==> src/fmr_consts.vh <==
`ifndef FMR_CONSTS_VH
`define FMR_CONSTS_VH
// ----------------------------------------
// Register indices (byte address = 4 * index)
// ----------------------------------------
`define FMR_IDX_ALPHA_CURRENT            12'h04D2
`define FMR_IDX_BETA_CURRENT             12'h04D4
`define FMR_IDX_ALPHA_VOLTAGE            12'h04D6
`define FMR_IDX_BETA_VOLTAGE             12'h04D8
`define FMR_IDX_DIRECT_AXIS_CURRENT      12'h04E2
`define FMR_IDX_QUADRATURE_AXIS_CURRENT  12'h04E4
`define FMR_IDX_DIRECT_AXIS_VOLTAGE      12'h04E6
`define FMR_IDX_QUADRATURE_AXIS_VOLTAGE  12'h04E8
`define FMR_IDX_ALIGN_CURRENT_TARGET     12'h0524
`define FMR_IDX_HANDOVER_SPEED_TARGET    12'h053C
`define FMR_IDX_STARTUP_CURRENT_TARGET   12'h054C
`define FMR_IDX_SPEED_LOOP_TARGET        12'h05D2
// ----------------------------------------
// Widths, reset, encodings
// ----------------------------------------
`define FMR_NUM_REGS      12
`define FMR_SEL_W         4
`define FMR_ADDR_W        14
`define FMR_DATA_W        32
`define FMR_FRAC_BITS     27
`define FMR_RESET_VALUE   32'h0000_0000
`define FMR_RESP_OKAY     2'h0
`define FMR_RESP_SLVERR   2'h2
`endif

==> src/fmr_regmem.v <==
`timescale 1ns/100ps
`include "fmr_consts.vh"
module fmr_regmem (
    input  wire        core_clk,
    input  wire        srst,
    input  wire        wr_en,
    input  wire [3:0]  wr_sel,
    input  wire [31:0] wr_data,
    input  wire [3:0]  rd_sel,
    output reg  [31:0] rd_data
);
    reg [31:0] mem_q [0:`FMR_NUM_REGS-1];
    genvar g;
    // ----------------------------------------
    // Storage, cleared by reset
    // ----------------------------------------
    generate
        for (g = 0; g < `FMR_NUM_REGS; g = g + 1) begin : g_word
            always @(posedge core_clk) begin
                if (srst) begin
                    mem_q[g] <= `FMR_RESET_VALUE;
                end else if (wr_en && wr_sel == g) begin
                    mem_q[g] <= wr_data;
                end
            end
        end
    endgenerate
    always @(posedge core_clk) begin
        if (srst) begin
            rd_data <= `FMR_RESET_VALUE;
        end else if (rd_sel < `FMR_NUM_REGS) begin
            rd_data <= mem_q[rd_sel];
        end else begin
            rd_data <= `FMR_RESET_VALUE;
        end
    end
endmodule

==> src/fmr_monitor.v <==
// Overview of operation
// - Twelve 32-bit read-only words, zero after reset
// - Alpha current, Q27 times base current over 8
// - Beta current, Q27 times base current over 8
// - Alpha voltage, Q27 times 60 over root3
// - Beta voltage, Q27 times 60 over root3
// - Direct current, Q27 times base current over 8
// - Quadrature current, Q27 base current over 8
// - Direct voltage, Q27 times 60 over root3
// - Quadrature voltage, Q27 times 60 over root3
// - Align current target, Q27 base current/8
// - Handover speed, Q27 times maximum speed Hz
// - Startup current target, Q27 base current/8
// - Speed loop target, Q27 times maximum speed
//
// Implementation choice: the AXI4-Lite slave port.
`timescale 1ns/100ps
`include "fmr_consts.vh"
module fmr_monitor (
    core_clk,
    srst,
    upd_valid,
    upd_sel,
    upd_data,
    s_axi_awaddr,
    s_axi_awvalid,
    s_axi_awready,
    s_axi_wdata,
    s_axi_wstrb,
    s_axi_wvalid,
    s_axi_wready,
    s_axi_bresp,
    s_axi_bvalid,
    s_axi_bready,
    s_axi_araddr,
    s_axi_arvalid,
    s_axi_arready,
    s_axi_rdata,
    s_axi_rresp,
    s_axi_rvalid,
    s_axi_rready
);
    input  wire        core_clk;
    input  wire        srst;
    input  wire        upd_valid;
    input  wire [3:0]  upd_sel;
    input  wire [31:0] upd_data;
    input  wire [13:0] s_axi_awaddr;
    input  wire        s_axi_awvalid;
    output wire        s_axi_awready;
    input  wire [31:0] s_axi_wdata;
    input  wire [3:0]  s_axi_wstrb;
    input  wire        s_axi_wvalid;
    output wire        s_axi_wready;
    output reg  [1:0]  s_axi_bresp;
    output reg         s_axi_bvalid;
    input  wire        s_axi_bready;
    input  wire [13:0] s_axi_araddr;
    input  wire        s_axi_arvalid;
    output wire        s_axi_arready;
    output wire [31:0] s_axi_rdata;
    output reg  [1:0]  s_axi_rresp;
    output reg         s_axi_rvalid;
    input  wire        s_axi_rready;

    localparam [1:0] RD_IDLE = 2'b00;
    localparam [1:0] RD_LOOK = 2'b01;
    localparam [1:0] RD_RESP = 2'b10;

    // ----------------------------------------
    // Address decode
    // ----------------------------------------
    // Returns register select, or 4'hF when unmapped or misaligned.
    function [3:0] fmr_decode;
        input [13:0] addr;
        begin
            if (addr[1:0] != 2'b00) begin
                fmr_decode = 4'hF;
            end else begin
                case (addr[13:2])
                    `FMR_IDX_ALPHA_CURRENT:           fmr_decode = 4'h0;
                    `FMR_IDX_BETA_CURRENT:            fmr_decode = 4'h1;
                    `FMR_IDX_ALPHA_VOLTAGE:           fmr_decode = 4'h2;
                    `FMR_IDX_BETA_VOLTAGE:            fmr_decode = 4'h3;
                    `FMR_IDX_DIRECT_AXIS_CURRENT:     fmr_decode = 4'h4;
                    `FMR_IDX_QUADRATURE_AXIS_CURRENT: fmr_decode = 4'h5;
                    `FMR_IDX_DIRECT_AXIS_VOLTAGE:     fmr_decode = 4'h6;
                    `FMR_IDX_QUADRATURE_AXIS_VOLTAGE: fmr_decode = 4'h7;
                    `FMR_IDX_ALIGN_CURRENT_TARGET:    fmr_decode = 4'h8;
                    `FMR_IDX_HANDOVER_SPEED_TARGET:   fmr_decode = 4'h9;
                    `FMR_IDX_STARTUP_CURRENT_TARGET:  fmr_decode = 4'hA;
                    `FMR_IDX_SPEED_LOOP_TARGET:       fmr_decode = 4'hB;
                    default:                          fmr_decode = 4'hF;
                endcase
            end
        end
    endfunction

    // ----------------------------------------
    // Write channel: accept, discard, answer
    // ----------------------------------------
    reg        aw_seen_q;
    reg        w_seen_q;
    wire       aw_take;
    wire       w_take;
    wire       aw_now;
    wire       w_now;

    assign s_axi_awready = !aw_seen_q && !s_axi_bvalid;
    assign s_axi_wready  = !w_seen_q && !s_axi_bvalid;
    assign aw_take       = s_axi_awvalid && s_axi_awready;
    assign w_take        = s_axi_wvalid && s_axi_wready;
    assign aw_now        = aw_seen_q || aw_take;
    assign w_now         = w_seen_q || w_take;

    always @(posedge core_clk) begin
        if (srst) begin
            aw_seen_q    <= 1'b0;
            w_seen_q     <= 1'b0;
            s_axi_bvalid <= 1'b0;
            s_axi_bresp  <= `FMR_RESP_OKAY;
        end else if (s_axi_bvalid) begin
            if (s_axi_bready) begin
                s_axi_bvalid <= 1'b0;
            end
        end else if (aw_now && w_now) begin
            // Data dropped: the bank is read-only to software
            aw_seen_q    <= 1'b0;
            w_seen_q     <= 1'b0;
            s_axi_bvalid <= 1'b1;
            // Mapped read-only words answer SLVERR, unmapped too
            s_axi_bresp  <= `FMR_RESP_SLVERR;
        end else begin
            if (aw_take) begin
                aw_seen_q <= 1'b1;
            end
            if (w_take) begin
                w_seen_q <= 1'b1;
            end
        end
    end

    // ----------------------------------------
    // Read channel
    // ----------------------------------------
    reg  [1:0]  rd_state_q;
    reg  [3:0]  rd_sel_q;
    wire [3:0]  mem_rd_sel;
    wire [31:0] mem_rd_data;
    reg  [31:0] rdata_q;

    assign s_axi_arready = (rd_state_q == RD_IDLE);
    // Look up on the address beat, then latch once: the answer stands
    // unchanged through any rready stall, even while updates arrive
    assign mem_rd_sel    = (rd_state_q == RD_IDLE) ?
                           fmr_decode(s_axi_araddr) : rd_sel_q;
    assign s_axi_rdata   = rdata_q;

    always @(posedge core_clk) begin
        if (srst) begin
            rd_state_q   <= RD_IDLE;
            rd_sel_q     <= 4'h0;
            rdata_q      <= `FMR_RESET_VALUE;
            s_axi_rvalid <= 1'b0;
            s_axi_rresp  <= `FMR_RESP_OKAY;
        end else begin
            case (rd_state_q)
                RD_IDLE: begin
                    if (s_axi_arvalid) begin
                        rd_sel_q   <= fmr_decode(s_axi_araddr);
                        rd_state_q <= RD_LOOK;
                    end
                end
                RD_LOOK: begin
                    // Unmapped reads return zero data with an error response
                    rdata_q      <= (rd_sel_q == 4'hF) ?
                                    `FMR_RESET_VALUE : mem_rd_data;
                    s_axi_rresp  <= (rd_sel_q == 4'hF) ?
                                    `FMR_RESP_SLVERR : `FMR_RESP_OKAY;
                    s_axi_rvalid <= 1'b1;
                    rd_state_q   <= RD_RESP;
                end
                RD_RESP: begin
                    // Plain read, no side effect on the word
                    if (s_axi_rready) begin
                        s_axi_rvalid <= 1'b0;
                        rd_state_q   <= RD_IDLE;
                    end
                end
                default: begin
                    rd_state_q   <= RD_IDLE;
                    s_axi_rvalid <= 1'b0;
                end
            endcase
        end
    end

    // ----------------------------------------
    // Update port from the control algorithm
    // ----------------------------------------
    // Values arrive already in signed Q27 in the scales below:
    // 0,1,4,5 currents x base/8
    wire upd_ok;
    // Voltages 2,3,6,7 use 60/sqrt(3); targets 8,A base/8; 9,B speed
    assign upd_ok = upd_valid && (upd_sel < `FMR_NUM_REGS);
    // Q27 full scale stored verbatim, no rescaling inside the bank

    fmr_regmem u_mem (
        .core_clk (core_clk),
        .srst     (srst),
        .wr_en    (upd_ok),
        .wr_sel   (upd_sel),
        .wr_data  (upd_data),
        .rd_sel   (mem_rd_sel),
        .rd_data  (mem_rd_data)
    );
endmodule

==> config.mk <==
export PLATFORM = sky130hd
export DESIGN_NAME = fmr_monitor
export DESIGN_NICKNAME = d
export VERILOG_FILES = /design/src/fmr_regmem.v /design/src/fmr_monitor.v
export VERILOG_INCLUDE_DIRS = /design/src
export SDC_FILE = /design/constraint.sdc
export NUM_CORES = 1
export LEC_CHECK = 0
export BUFFER_PORTS_ARGS = -buffer_cell sky130_fd_sc_hd__buf_2
export CORE_ASPECT_RATIO = 1.75
export CORE_MARGIN = 10
export CORE_UTILIZATION = 54
export CTS_BUF_LIST = sky130_fd_sc_hd__clkbuf_8 sky130_fd_sc_hd__clkbuf_16
export DETAILED_ROUTE_END_ITERATION = 8
export GPL_TIMING_DRIVEN = 0
export PLACE_DENSITY_LB_ADDON = 0.08
export RECOVER_POWER = 100
export SLEW_MARGIN = 15
export SYNTH_ARGS = -nofsm -noshare
export SYNTH_HDL_FRONTEND = slang
export SYNTH_SLANG_ARGS = --single-unit
==> constraint.sdc <==
create_clock -name core_clk -period 3.9 [get_ports core_clk]
set_input_delay 0.195 -clock core_clk [delete_from_list [all_inputs] [get_ports core_clk]]
set_output_delay 0.195 -clock core_clk [all_outputs]
set_load 0.01 [all_outputs]
==> results summary <==
The setup path with the least slack is of type reg -> reg. The first global-routing pass estimated 89.7 mm of wire. The worst hold path passes through 5 cells. The min-delay analysis places its worst path in the category in -> reg.

The total length of routed wires came out at 62.4 mm. In this run the critical register-to-register path is captured at u_mem.rd_data[1]. For the worst setup path, the data required time is 4.36 ns.

The width of the die came out at 166 um. The number of nets in the layout is 1,810. The TritonCTS clock tree is done. For this run, the slowest stage of the critical path takes 0.55 ns.

The pin count of the biggest net entering global routing came out at 18. The leakage power came out at 8.71 nW. The area of the die is 0.0458 mm^2. The number of register bits inferred by synthesis came out at 460. On the critical path the largest part of the delay comes from compound AO/OA/AOI/OAI gates. Across all setup checks in the final design, the least slack found is 0.118 ns. After synthesis, the cell types taking the most area are edfxtp_1, and2_1, mux2i_1, dfxtp_1, o22ai_1. The core region is 0.0369 mm^2. By area, the combinational part of the netlist is dominated by simple AND/OR/NAND/NOR gates. After the first detailed-routing iteration, the DRC count stood at 1,310. The startpoint identified for the worst register-to-register timing path is rd_state_q[1]. The number of different library cells in the post-synthesis netlist came out at 62. The count of final setup violators came out at 0. Sorting the synthesized cells by how often they occur yields and2_1, edfxtp_1, mux2i_1. The initial cell density of the core is 0.547.

The arrival time at the worst endpoint is 4.24 ns. The share of layout cells above drive strength 1 came out at 0.0968. At the placement stage, the worst setup path has a slack of -0.502 ns. The post-route clock skew is 0.0133 ns. The most instantiated library cell after synthesis is and2_1. The share of synthesized area spent on multiplexers came out at 0.110.

Setup repair after global routing left no endpoint under its margin. The slowest stage of the critical path is the a221oi_4 cell. The proportion of register bits with asynchronous set or reset after synthesis came out at 0. Dividing total power by cell area gives a power density of 480 mW/mm^2. Summed over all layers, the global routing overflow is 0.

The type of element capturing the critical path is a flip-flop. The number of cell rows is 93. The register-to-register setup slack is 0.12 ns. The latest clock arrival within the worst-skew pair is 0.56 ns.

In the synthesized netlist the dominant register cell turns out to be edfxtp_1. The total number of clock tree sinks came out at 460. The path with the worst hold slack has its endpoint at rd_sel_q[0]. The count of maximum capacitance violations came out at 9. The average via count per standard cell is 5.98. For the finished layout, the period the worst path requires is 3.78 ns.

Hold is met by 0.0640 ns. The share of the synthesized area in the top cell type came out at 0.571. The iteration count of the initial detailed-routing pass is 6. The worst relative slew slack came out at -1.29. The maximum clock path buffer count is 3.

For this run, the top clock speed supported by timing is 264 MHz. In the global route stage, overall resource usage came out at 0.267. The compound-cell area share of the yosys netlist is 0.0637. The I/O pin count is 149.

Across all layers, the routed design uses 13,235 vias. The adder and majority cell fraction of the synthesized area came out at 0. The overall power after layout came out at 11.1 mW. The synthesis warning total is 0.

Buffers placed on the I/O ports in this run total 94. The measured slew at the worst slew-check pin is 3.40 ns. The flow ran to the end, but the final reports show violations. The type of origin of the critical path is a flip-flop.

Relative to the synthesized area, the layout overhead comes to 14.9%. The initial antenna violation count is 2. For the final routed database, the setup TNS stands at 0 ns.

The critical path goes through or2_2 -> clkbuf_1 -> nor4_2 -> o21ai_0 -> a221oi_4 -> nand2_2 -> clkbuf_1 -> o22ai_1 -> a211o_1. Counting the buffers created by CTS gives 43. The number of max-slew violations in the final report came out at 114. The core occupancy in the finished layout is 0.629. edfxtp_1 takes more of the synthesized area than any other cell.

The number of global-route vias before repair is 13,529. Clock-pin slew was measured on the worst setup and hold paths at 0.07 ns. The synthesized area per cell is 13.5 um^2. The die is 276 um tall. The cell area after synthesis is 0.0202 mm^2.

The sequential cell area fraction in the yosys report came out at 0.647. The per-cell routed wire length came out at 28.2 um. The number of cells on the critical path came out at 9. The number of synthesized flops with an enable pin came out at 384.

The count of nets left with antenna violations after detail routing is 0. The worst min-delay path startpoint is s_axi_araddr[0]. The detailed placer's ending HPWL came out at 41.5 mm. The final reports fail on max-capacitance violations, max-slew violations. The H-tree was split into 2 levels. The simple-gate area share of the yosys netlist is 0.151. The number of cells on the worst reg-to-reg path is 9. The most numerous cell type found on the critical path is clkbuf_1. IR analysis of the VDD net gives a maximum drop of 0.398 mV.

The XOR/XNOR share of the synthesized area came out at 0.000868. The count of buffering cells on the critical path with inverters included came out at 2. The final number of hold-violating endpoints was 0. The DRC violations left came out at 0. The ratio of final minimum period to clock period is 0.970. The largest fanout of any net on the critical path is 10.

Routability-driven placement finished with a final weighted congestion of 0.933. In the synthesized netlist, the number of instances is 1,500. In this run the clock root is driven by a clkbuf_16.
-- report_power, final --
group	internal [mW]	switching, mW	leakage, nW	total (mW)
clock network	2.53	1.85	0.764	4.37
registers	5.61	0.0883	4.30	5.70
logic	0.364	0.687	3.65	1.05
-- per-layer routing --
| layer | part of all wire | wire length (um) | up-vias | global-route usage |
|---|---|---|---|---|
| met5 | 0 | 0 | - | 0 |
| li1 | - | - | 5832 | - |
| met3 | 0.080 | 4980 | 217 | 0.0524 |
| met1 | 0.35 | 22100 | 6498 | 0.297 |
| met4 | 0.063 | 3920 | 0 | 0.150 |
| met2 | 0.50 | 31400 | 688 | 0.473 |
-- sequential cells by signal (all words and copies together) (netlist names) --
signal         flops
aw_seen_q          1
rd_sel_q           4
rd_state_q         2
s_axi_bresp        1
s_axi_bvalid       1
s_axi_rdata       32
s_axi_rresp        1
s_axi_rvalid       1
u_mem.mem_q      384
u_mem.rd_data     32
w_seen_q           1
-- metrics by stage --
step	instance area [um^2]	cells
after global placement	21300	2070
after detailed placement	22000	2095
after CTS	23800	2212
final	23200	2212
after global routing	23200	2212
after floorplan	20200	1501
-- cell usage in the layout (no fill, tap or decap), types with 10 or more instances in the layout --
| master | synthesis | routed |
|---|---|---|
| o22ai_1 | 60 | 60 |
| o21ai_0 | 13 | 11 |
| inv_1 | 6 | 16 |
| dfxtp_1 | 76 | 76 |
| dlygate4sd3_1 | 0 | 38 |
| a22oi_1 | 33 | 33 |
| buf_2 | 13 | 66 |
| and2_0 | 1 | 225 |
| nand2_1 | 10 | 10 |
| mux2i_1 | 220 | 220 |
| and2_1 | 385 | 161 |
| edfxtp_1 | 384 | 384 |
| a211o_1 | 31 | 31 |
| nor2_1 | 60 | 60 |
| clkbuf_1 | 96 | 156 |
| clkbuf_16 | 0 | 46 |
| buf_4 | 12 | 12 |
-- worst max path at each step --
stage | from | endpoint | slack (ns)
5_1_grt | upd_sel[0] | u_mem.mem_q[7][15] | 0.09
4_1_cts | rd_state_q[0] | u_mem.rd_data[1] | 0.04
3_3_place_gp | upd_sel[0] | u_mem.mem_q[0][29] | -3.28
3_5_place_dp | s_axi_araddr[11] | u_mem.rd_data[1] | -0.50
6_report | rd_state_q[1] | u_mem.rd_data[1] | 0.12
2_1_floorplan | upd_sel[0] | u_mem.mem_q[0][0] | 0.20
-- cell type report --
cell class / instances / area, um^2
plain buffers: 124 / 543
multi-input cells: 910 / 6580
fillers: 2860 / 13700
repair buffers: 157 / 945
clock buffers: 49 / 1190
clock inverters: 30 / 272
diodes: 1 / 2.50
flip-flops and latches: 460 / 13100
inverters: 6 / 22.5
well taps: 475 / 594
-- cells by family after synthesis --
group,count (synthesis)
other,1
buffers and inverters,131
flip-flops,460
AND/OR/NAND/NOR,509
XOR/XNOR,2
multiplexers,221
AO/OA/AOI/OAI,176
-- worst reg2reg max path, delay by kind of cell, from the launching register on --
kind / cells / cell delay (ns)
compound gates: 4 / 1.48
buf+inv: 2 / 0.71
flops: 1 / 0.33
simple gates: 3 / 1.15
-- repair_timing --
action                                  CTS  global route
hold endpoints to repair                 71             0
resized for setup                         1             1
setup buffers                             0             0
hold buffers                             38             0
endpoints found under the setup margin    3             2
Power figures use the tool's default switching activity.
